`src/ebpin_params.svh`:
```
// width, reset and mode constants for the expansion bus pin interface
`ifndef EBPIN_PARAMS_SVH
`define EBPIN_PARAMS_SVH
`define EBPIN_ADDR_W      24
`define EBPIN_STRAP_RESET 24'hffffff
`define EBPIN_ADDR_RESET  24'h000000
`define EBPIN_MODE_STROBE 2'h0
`define EBPIN_MODE_SYNC   2'h1
`define EBPIN_MODE_HOST   2'h2
`define EBPIN_MODE_SRAM   2'h3
`endif

```
`src/ebpin_pkg.sv`:
```
// types for the expansion bus pin interface
package ebpin_pkg;
  typedef enum logic [1:0] {
    EBPIN_STROBE = 2'h0,
    EBPIN_SYNC   = 2'h1,
    EBPIN_HOST   = 2'h2,
    EBPIN_SRAM   = 2'h3
  } ebpin_mode_type;
  typedef enum logic [1:0] {
    EBPIN_IDLE  = 2'h0,
    EBPIN_ADDR  = 2'h1,
    EBPIN_DATA  = 2'h2,
    EBPIN_FREE  = 2'h3
  } ebpin_state_type;
endpackage : ebpin_pkg

```
`src/ebpin_sync.sv`:
```
// two-flop synchroniser for pin inputs
`timescale 1ns/1ps
`default_nettype none
module ebpin_sync #(
  parameter int W = 1
) (
  input  wire logic         mclk,
  input  wire logic         rst,
  input  wire logic [W-1:0] din,
  output var  logic [W-1:0] dout
);
  logic [W-1:0] meta_q;
  always_ff @(posedge mclk) begin
    if (rst) begin
      meta_q <= '0;
      dout   <= '0;
    end else begin
      meta_q <= din;
      dout   <= meta_q;
    end
  end
endmodule // ebpin_sync
`default_nettype wire

```
`src/ebpin_core.sv`:
```
// expansion bus pin control: strobes, address drive, straps
// Functional notes
// all pins timed on bus clock
// latch strobe marks multiplexed address phase
// latch strobe is advance or load
// latch strobe used on every outbound transfer
// address out outbound, in inbound
// straps captured from address during reset
// pull-ups off after lock, drive by grant
// address driven except reset or external grant
// write pin role set by mode
// write pin input for inbound
// read pin role set by mode
// read pin input for inbound
// strobes released during external grant
// latch strobe floats during external grant
`timescale 1ns/1ps
`default_nettype none
`include "ebpin_params.svh"
module ebpin_core (
  input  wire logic                    mclk,
  input  wire logic                    rst,
  input  wire logic                    pll_lock,
  input  wire logic                    ext_grant,
  input  wire logic [1:0]              cycle_mode,
  input  wire logic                    xfer_req,
  input  wire logic                    xfer_write,
  input  wire logic [`EBPIN_ADDR_W-1:0] xfer_addr,
  output logic                         xfer_ack,
  output logic [`EBPIN_ADDR_W-1:0]     strap_cfg,
  output logic                         strap_valid,
  output logic                         pullup_en,
  output logic                         addr_latch_strobe,
  output logic                         addr_latch_strobe_oe,
  input  wire logic [`EBPIN_ADDR_W-1:0] bus_addr_lines_in,
  output logic [`EBPIN_ADDR_W-1:0]     bus_addr_lines_out,
  output logic                         bus_addr_lines_oe,
  input  wire logic                    bus_write_strobe_n_in,
  output logic                         bus_write_strobe_n_out,
  output logic                         bus_write_strobe_n_oe,
  input  wire logic                    bus_read_strobe_n_in,
  output logic                         bus_read_strobe_n_out,
  output logic                         bus_read_strobe_n_oe,
  output logic [`EBPIN_ADDR_W-1:0]     inb_addr,
  output logic                         inb_write_n,
  output logic                         inb_read_n
);
  ebpin_pkg::ebpin_state_type state_q;
  logic                        lock_s;
  logic                        grant_s;
  logic                        wr_in_s;
  logic                        rd_in_s;
  logic [`EBPIN_ADDR_W-1:0]    addr_in_s;
  logic                        write_q;
  logic [1:0]                  mode_q;
  logic [`EBPIN_ADDR_W-1:0]    addr_q;
  logic                        ale_q;
  logic                        wr_q;
  logic                        rd_q;
  logic                        rst_seen_q;

  // pins sampled on bus clock
  ebpin_sync #(.W(2)) u_ctl_sync (
    .mclk (mclk),
    .rst  (rst),
    .din  ({pll_lock, ext_grant}),
    .dout ({lock_s, grant_s})
  );
  ebpin_sync #(.W(`EBPIN_ADDR_W + 2)) u_pin_sync (
    .mclk (mclk),
    .rst  (1'b0),
    .din  ({bus_write_strobe_n_in, bus_read_strobe_n_in, bus_addr_lines_in}),
    .dout ({wr_in_s, rd_in_s, addr_in_s})
  );

  // straps latched while reset
  always_ff @(posedge mclk) begin
    rst_seen_q <= rst;
    if (rst) begin
      strap_cfg   <= addr_in_s;
      strap_valid <= 1'b0;
    end else if (rst_seen_q) begin
      strap_valid <= 1'b1;
    end
  end

  // pull-ups off on lock
  always_ff @(posedge mclk) begin
    if (rst) begin
      pullup_en <= 1'b1;
    end else if (lock_s) begin
      pullup_en <= 1'b0;
    end
  end

  // outbound sequencer: address phase, data phase, back to idle
  always_ff @(posedge mclk) begin
    if (rst) begin
      state_q <= ebpin_pkg::EBPIN_IDLE;
      write_q <= 1'b0;
      mode_q  <= `EBPIN_MODE_STROBE;
      addr_q  <= `EBPIN_ADDR_RESET;
    end else begin
      case (state_q)
        ebpin_pkg::EBPIN_IDLE: begin
          if (grant_s) begin
            state_q <= ebpin_pkg::EBPIN_FREE;
          end else if (xfer_req) begin
            state_q <= ebpin_pkg::EBPIN_ADDR;
            write_q <= xfer_write;
            mode_q  <= cycle_mode;
            addr_q  <= xfer_addr;
          end
        end
        ebpin_pkg::EBPIN_ADDR: state_q <= ebpin_pkg::EBPIN_DATA;
        ebpin_pkg::EBPIN_DATA: state_q <= ebpin_pkg::EBPIN_IDLE;
        ebpin_pkg::EBPIN_FREE: begin
          if (!grant_s) begin
            state_q <= ebpin_pkg::EBPIN_IDLE;
          end
        end
        default: state_q <= ebpin_pkg::EBPIN_IDLE;
      endcase
    end
  end

  assign xfer_ack = (state_q == ebpin_pkg::EBPIN_DATA);

  // latch strobe per mode
  always_ff @(posedge mclk) begin
    if (rst) begin
      ale_q <= 1'b0;
    end else if (state_q == ebpin_pkg::EBPIN_IDLE && xfer_req && !grant_s) begin
      // sram load strobe is active low, others active high
      ale_q <= (cycle_mode == `EBPIN_MODE_SRAM) ? 1'b0 : 1'b1;
    end else begin
      ale_q <= (mode_q == `EBPIN_MODE_SRAM && state_q == ebpin_pkg::EBPIN_IDLE)
               ? 1'b1 : (mode_q == `EBPIN_MODE_SRAM);
    end
  end

  // strobe roles per mode
  always_ff @(posedge mclk) begin
    if (rst) begin
      wr_q <= 1'b1;
      rd_q <= 1'b1;
    end else if (state_q == ebpin_pkg::EBPIN_ADDR) begin
      case (mode_q)
        `EBPIN_MODE_STROBE: begin
          wr_q <= !write_q;
          rd_q <= write_q;
        end
        `EBPIN_MODE_SYNC, `EBPIN_MODE_HOST: begin
          wr_q <= 1'b0;
          rd_q <= !write_q;
        end
        `EBPIN_MODE_SRAM: begin
          wr_q <= !write_q;
          rd_q <= write_q;
        end
        default: begin
          wr_q <= 1'b1;
          rd_q <= 1'b1;
        end
      endcase
    end else begin
      wr_q <= 1'b1;
      rd_q <= 1'b1;
    end
  end

  // address drive window
  assign bus_addr_lines_out = addr_q;
  assign bus_addr_lines_oe  = !rst && !grant_s;
  // strobes released on grant
  assign bus_write_strobe_n_out = wr_q;
  assign bus_read_strobe_n_out  = rd_q;
  assign bus_write_strobe_n_oe  = !grant_s;
  assign bus_read_strobe_n_oe   = !grant_s;
  // latch strobe floats on grant
  assign addr_latch_strobe    = ale_q;
  assign addr_latch_strobe_oe = !grant_s;

  // inbound pins captured
  always_ff @(posedge mclk) begin
    if (rst) begin
      inb_addr    <= `EBPIN_ADDR_RESET;
      inb_write_n <= 1'b1;
      inb_read_n  <= 1'b1;
    end else if (state_q == ebpin_pkg::EBPIN_FREE) begin
      inb_addr    <= addr_in_s;
      inb_write_n <= wr_in_s;
      inb_read_n  <= rd_in_s;
    end else begin
      inb_write_n <= 1'b1;
      inb_read_n  <= 1'b1;
    end
  end

  property p_addr_off_grant;
    @(posedge mclk) disable iff (rst) grant_s |-> !bus_addr_lines_oe;
  endproperty
  a_addr_off_grant: assert property (p_addr_off_grant) else $error("addr driven in grant");
  property p_strobe_off;
    @(posedge mclk) disable iff (rst)
      grant_s |-> !bus_write_strobe_n_oe && !bus_read_strobe_n_oe && !addr_latch_strobe_oe;
  endproperty
  a_strobe_off: assert property (p_strobe_off) else $error("strobe driven in grant");
  property p_ale_phase;
    @(posedge mclk) disable iff (rst)
      (state_q == ebpin_pkg::EBPIN_IDLE && xfer_req && !grant_s &&
       cycle_mode != `EBPIN_MODE_SRAM)
      |=> addr_latch_strobe;
  endproperty
  a_ale_phase: assert property (p_ale_phase) else $error("no latch strobe");
  property p_ack_seq;
    @(posedge mclk) disable iff (rst)
      (state_q == ebpin_pkg::EBPIN_IDLE && xfer_req && !grant_s) |=> ##1 xfer_ack;
  endproperty
  a_ack_seq: assert property (p_ack_seq) else $error("ack late");
  property p_pull_lock;
    @(posedge mclk) disable iff (rst) lock_s |=> !pullup_en;
  endproperty
  a_pull_lock: assert property (p_pull_lock) else $error("pullup on after lock");
  property p_strap;
    // checked at release: the pin synchroniser holds unknowns early in reset
    @(posedge mclk) $fell(rst) |-> strap_cfg == $past(addr_in_s);
  endproperty
  a_strap: assert property (p_strap) else $error("strap missed");
  property p_rd_strobe;
    @(posedge mclk) disable iff (rst)
      (state_q == ebpin_pkg::EBPIN_ADDR && mode_q == 2'h0 && !write_q) |=> !bus_read_strobe_n_out;
  endproperty
  a_rd_strobe: assert property (p_rd_strobe) else $error("read strobe missing");
  property p_wr_strobe;
    @(posedge mclk) disable iff (rst)
      (state_q == ebpin_pkg::EBPIN_ADDR && mode_q == 2'h1) |=> !bus_write_strobe_n_out;
  endproperty
  a_wr_strobe: assert property (p_wr_strobe) else $error("data strobe missing");
endmodule // ebpin_core
`default_nettype wire

```
`config.mk`:
```
export PLATFORM = sky130hd
export DESIGN_NAME = ebpin_core
export DESIGN_NICKNAME = d
export VERILOG_FILES = /design/src/ebpin_pkg.sv /design/src/ebpin_sync.sv /design/src/ebpin_core.sv
export VERILOG_INCLUDE_DIRS = /design/src /design/src/src
export SDC_FILE = /design/constraint.sdc
export NUM_CORES = 1
export LEC_CHECK = 0
export ABC_AREA = 1
export ABC_CLOCK_PERIOD_IN_PS = 1200
export BUFFER_PORTS_ARGS = -buffer_cell sky130_fd_sc_hd__buf_2
export CAP_MARGIN = 10
export CORE_UTILIZATION = 44
export CTS_CLUSTER_DIAMETER = 40
export DETAILED_ROUTE_END_ITERATION = 10
export GPL_ROUTABILITY_DRIVEN = 1
export PLACE_DENSITY = 0.78
export REMOVE_ABC_BUFFERS = 1
export SYNTH_ARGS = -nofsm -noshare
export SYNTH_HDL_FRONTEND = slang
export SYNTH_SLANG_ARGS = --single-unit
```
`constraint.sdc`:
```
create_clock -name mclk -period 1.2 [get_ports mclk]
set_clock_uncertainty 0.1 [all_clocks]
set_input_delay 0.06 -clock mclk [delete_from_list [all_inputs] [get_ports mclk]]
set_output_delay 0.06 -clock mclk [all_outputs]
set_load 0.03 [all_outputs]
```
# --- Word-level counts from Yosys, hierarchy flattened ---
# Cells that the tools add are included.
word_totals:
  out_inout_bits: 84
  regBits: 141
  in_bits: 58
  wordCells: 54
classes:
  n_bitwise: 3
  muxes: 9
  n_reduce_logical: 15
  n_eq_ne: 9
op_table:
  columns: ["operator", "count"]
  rows:
  - ["== test 2 bit, second input constant", 5]
  - ["one-hot mux 2 bit (4 select lines)", 1]
  - ["OR reduction 2 bit", 4]
  - ["2-to-1 mux 2 bit", 3]
  - ["== test 2 x 1 -> 1 bit, second input constant", 2]
  - ["logical AND 1 bit", 4]
  - ["logical NOT 2 bit", 2]
  - ["one-hot mux 1 bit (2 select lines)", 2]
  - ["logical NOT 1 bit", 3]
  - ["2-to-1 mux 1 bit", 3]
  - ["!= test 3 x 2 -> 1 bit, second input constant", 1]
  - ["inverter 1 bit", 3]
  - ["AND reduction 3 bit", 1]
  - ["!= test 2 bit, second input constant", 1]
  - ["AND reduction 2 bit", 1]

# --- Depth between registers and ports, before layout ---
depth:
  ltp_word: 4
  ltp_mapped: 6
  depth_no_buf: 5

# --- Hierarchy ---
# Synthesis repeated with hierarchy kept, for this count alone.
unflattened:
  hier_cells: 530
  area_unflattened_um2: 4754.6
modules_own_cells:
  columns: ["module", "instances", "seq_area_each_um2", "cells_per_inst", "area_per_inst_um2"]
  rows:
  - ["ebpin_core", 1, 1941.9, 356, 3145.5]
  - ["ebpin_sync at u_pin_sync", 1, 1041.0, 162, 1498.9]
  - ["ebpin_sync at u_ctl_sync", 1, 80.1, 12, 110.1]

# --- Worst setup path before layout ---
# Ideal clock, no wire load.
synth_timing:
  kind: "reg-to-reg"
  startpoint: "reg mode_q[0]"
  endpoint: "reg rd_q, in the netlist bus_read_strobe_n_out"
  required_ns: 0.982
  path_stages_with_launch: 6
  path_slack_ns: 0.062
  arrival_ns: 0.921
  period_less_slack_ns: 1.138
  setup_time_ns: 0.118
  path_buffers: 0
  cell_sequence: "dfxtp_1 -> ha_1 -> inv_1 -> ha_1 -> inv_1 -> nand2_1"
synth_via:
  elab_chain_len: 3
  elab_cells_between_ends: 7
  cone_classes: "eq/ne: 3; mux: 1; reduce/logical: 3"
synth_lines:
  columns: ["item", "line", "text"]
  rows:
  - ["from (decl)", "ebpin_core.sv:55", "logic [1:0] mode_q;"]
  - ["from (signal assigned)", "ebpin_core.sv:101", "mode_q <= `EBPIN_MODE_STROBE;"]
  - ["from (signal assigned)", "ebpin_core.sv:111", "mode_q <= cycle_mode;"]
  - ["== test 2 bit (tied with other cells)", "ebpin_core.sv:148", "case (mode_q)"]
  - ["OR reduction 2 bit (on tied branches)", null, null]
  - ["one-hot mux 1 bit (2 select lines) *", "ebpin_core.sv:148", null]
  - ["to (signal assigned)", "ebpin_core.sv:151", "rd_q <= write_q;"]
  - ["to (signal assigned)", "ebpin_core.sv:155", "rd_q <= !write_q;"]
  - ["to (signal assigned)", "ebpin_core.sv:159", "rd_q <= write_q;"]
  - ["to (decl)", "ebpin_core.sv:59", "logic rd_q;"]
# Every way passes the cells marked *; elsewhere a longest branch is shown, timed or not.
# A chain may end at the register's enable or synchronous reset.

# --- Worst setup path after layout ---
layout_timing:
  startpoint: "reg state_q[0]"
  endpoint: "reg addr_q[4], in the netlist bus_addr_lines_out[4]"
layout_via:
  elab_chain_len: 2
layout_lines:
  columns: ["item", "line", "text"]
  rows:
  - ["from (decl)", "ebpin_core.sv:48", "ebpin_pkg::ebpin_state_type state_q;"]
  - ["from (signal assigned)", "ebpin_core.sv:99", "state_q <= ebpin_pkg::EBPIN_IDLE;"]
  - ["from (signal assigned)", "ebpin_core.sv:107", "state_q <= ebpin_pkg::EBPIN_FREE;"]
  - ["from (signal assigned)", "ebpin_core.sv:109", "state_q <= ebpin_pkg::EBPIN_ADDR;"]
  - ["logical NOT 2 bit", "ebpin_core.sv:104", "case (state_q)"]
  - ["AND reduction 3 bit (no source line)", null, null]
  - ["to (signal assigned)", "ebpin_core.sv:102", "addr_q <= `EBPIN_ADDR_RESET;"]
  - ["to (signal assigned)", "ebpin_core.sv:112", "addr_q <= xfer_addr;"]
  - ["to (decl)", "ebpin_core.sv:56", "logic [`EBPIN_ADDR_W-1:0] addr_q;"]
# Every way passes these cells.

==> impl_metrics.tcl <==
set metrics [dict create \
    status "finished with violations" \
    violations "DRC, hold timing, setup timing" \
    rrSetupSlack_ps -120 \
    max_slew_margin 0.7104 \
    cts_root_buffer "clkbuf_8" \
    antenna_cells 0 \
    cts_tree "done" \
    cts_max_level 4 \
    firstDrtPassIters 9 \
    holdBufCountCts 61 \
    post-route-period-util 1.104 \
    p_leak_nw 3.009 \
    hold_depth 2 \
    grt_overflow 0 \
    fill_cells 503 \
    grt_max_degree 30 \
    post-route-min-period_ps 1324 \
    start_util 0.4604 \
    reg2reg_depth 6 \
    yosys.area.top_type "dfxtp_1" \
    fmax_ghz 0.7550 \
    r2r-start "state_q[0]$_SDFFE_PP0P_" \
    irDropWorstVdd_mv 0.9977 \
    clkLatencyLatePin_ps 510 \
    path_max_fanout 7 \
    die_w_um 98.23 \
    grt_antenna_before_repair 0 \
    cp.required_ps 1530 \
    dp_hpwl_um 5514 \
    cellPowerDensity_nw_per_um2 1666 \
    syn_area_um2 4074 \
    path_clk_slew_ps 60 \
    finalSetupViolCount 68 \
    hp-class "in2reg" \
    vias 3513 \
    wl_per_cell_um 18.08 \
    yosysTopAreaCellShare 0.5749 \
    holdPathEnd "rst_seen_q$_DFF_P_" \
    fin_hold_ws_ps -147.3 \
    grt_usage 0.2302 \
    grt_setup_unrepaired "yes" \
    hold_viol 28 \
    synth_cell_types 18 \
    fin_util 0.7880 \
    wirelength_um 12770 \
    die_area_um2 9648 \
    dp.cells 601 \
    cts_made_buffers 17 \
    via_per_inst 4.976 \
    final_antenna_net_count 0 \
    crit_arrival_ps 1650 \
    synth-seq-cells 141 \
    critPathKind "reg2reg" \
    portBuffers 141 \
    cap_viol_max_count 0 \
    rows 34 \
    syn_to_final_growth_pct 71.16 \
    nets 645 \
    min_from "rst" \
    layout-drive-gt1-share 0.4632 \
    synthCells 362 \
    avgSynthCellArea_um2 11.25 \
    clockBufferDepth 2 \
    gp_congestion 0.7409 \
    io_pins 142 \
    synth_area_leaders "dfxtp_1 (57%), edfxtp_1 (18%), nor2_1 (5.3%), a21oi_1 (3.7%), nand3_1 (3.4%)" \
    drcViolationCount 10 \
    yosys_warnings 0 \
    r2r-end "bus_addr_lines_out[4]$_SDFFE_PP0P_" \
    dr.first_iter.drc_count 145 \
    cts_sinks 141 \
    worstMarginPinSlew_ps 433.7 \
    grt_pass1_vias 3405 \
    yosysSeqAreaShare 0.7518 \
    grt_first_pass_wirelength_um 16770 \
    core_um2 8848 \
    place_ws_ps -6.137 \
    start_kind "register" \
    postLayoutSetupSlackWorst_ps -124.4 \
    crit_path_end_kind "register" \
    drv_slew 0 \
    die_h_um 98.23 \
    finalNonFillerCells 706 \
]
==> synth_stat cells <==
| cell | n |
|---|---|
| nand2_2 | 2 |
| buf_6 | 2 |
| clkbuf_1 | 6 |
| edfxtp_1 | 24 |
| nand2_1 | 35 |
| buf_2 | 3 |
| o21ai_0 | 25 |
| dfxtp_1 | 117 |
| inv_2 | 1 |
| nor2_1 | 58 |
| inv_1 | 17 |
| buf_4 | 8 |
| nor2_2 | 2 |
| nand3_1 | 28 |
| a21oi_1 | 30 |
| buf_1 | 1 |
| nor3_1 | 1 |
| ha_1 | 2 |
==> power breakdown <==
group	internal [mW]	switching, mW
registers	5.08	0.155
logic	0.739	0.790
clock network	2.75	2.10
total	8.57	3.04
==> metrics by stage <==
step	setup TNS [ps]	instance area, µm²	hold slack [ps]	total power [mW]
2_1_floorplan	-17960	3950	-12.28	5.773
3_3_place_gp	0	4941	62.99	6.157
3_5_place_dp	-10.72	4941	63.61	6.194
4_1_cts	-2044	6470	-174.4	11.23
5_1_grt	-7069	6973	-174.6	11.98
6_report	-3440	6973	-147.3	11.61
==> logic make-up (layout without fill, tap and decap cells) <==
group | count (synthesis) | in the layout | synth area share
buffers and inverters | 38 | 274 | 0.04699
adders and majority gates | 2 | 2 | 0.006142
and+or+nand+nor | 126 | 126 | 0.1275
AOI/OAI and AO/OA | 55 | 55 | 0.06757
DFF | 141 | 141 | 0.7518
==> layout by cell type (no fill, tap or decap), drive strengths merged, types with 2 or more instances in the layout <==
master       synthesis  final
buf                 14    157
dfxtp              117    117
dlygate4sd3          0     61
nor2                60     60
nand2               37     37
a21oi               30     30
nand3               28     28
clkbuf               6     25
o21ai               25     25
edfxtp              24     24
inv                 18     23
clkinv               0      7
ha                   2      2
==> worst max-delay path, stage by stage (launching register included) <==
cell     delay (ps)
dfxtp_2         330
buf_6           120
nor2_4          110
buf_12          150
buf_6           140
nand3_1         110
a21oi_1         190
==> per-layer routing <==
layer / up-vias / part of all wire / global-route usage
met2: 192 / 0.53 / 0.4247
met3: 29 / 0.079 / 0.08232
met4: 0 / 0.021 / 0.07577
li1: 1627 / - / -
met1: 1665 / 0.37 / 0.2427
met5: - / 0 / 0
==> state kept, by name, summed over array words and instances, names as in the netlist <==
signal and flops:
u_pin_sync.dout 26, u_pin_sync.meta_q 26, bus_addr_lines_out 24, inb_addr 24, strap_cfg 24, mode_q 2, state_q 2, u_ctl_sync.dout 2
u_ctl_sync.meta_q 2, addr_latch_strobe 1, bus_read_strobe_n_out 1, bus_write_strobe_n_out 1, inb_read_n 1, inb_write_n 1, pullup_en 1, rst_seen_q 1
strap_valid 1, write_q 1
==> what timing repair did <==
item                                    CTS  global route
pin swaps                                 0             5
setup buffers                             3             2
resized for setup                       127           128
endpoints found under the hold margin    90            28
cloned                                    0             7
endpoints found under the setup margin   81           127
==> how the worst max path moves through the flow <==
stage                                  startpoint                                  end  slack (ps)  cells after the start
finish                    state_q[0]$_SDFFE_PP0P_   bus_addr_lines_out[4]$_SDFFE_PP0P_        -120                      6
global placement           mode_q[0]$_SDFFE_PP0P_     bus_read_strobe_n_out$_SDFF_PP1_          30                      5
detailed placement        state_q[1]$_SDFFE_PP0P_  bus_addr_lines_out[11]$_SDFFE_PP0P_          -6                      4
CTS                 u_ctl_sync.dout[0]$_SDFF_PP0_                    bus_addr_lines_oe         -80                      2
global route              state_q[0]$_SDFFE_PP0P_               mode_q[1]$_SDFFE_PP0P_        -170                      7
floorplan                 state_q[1]$_SDFFE_PP0P_         addr_latch_strobe$_SDFF_PP0_        -550                      4
==> cell type report <==
cell class,instances,area [µm²],area share
clock buffer,19,452.9,0.06496
clock inverter,13,101.3,0.01453
inverter,18,70.07,0.01005
multi-input combinational,183,930.9,0.1335
sequential,141,3122,0.4477
tap,108,135.1,0.01938
timing repair buffer,224,2161,0.3099
Power figures use the tool's default switching activity.
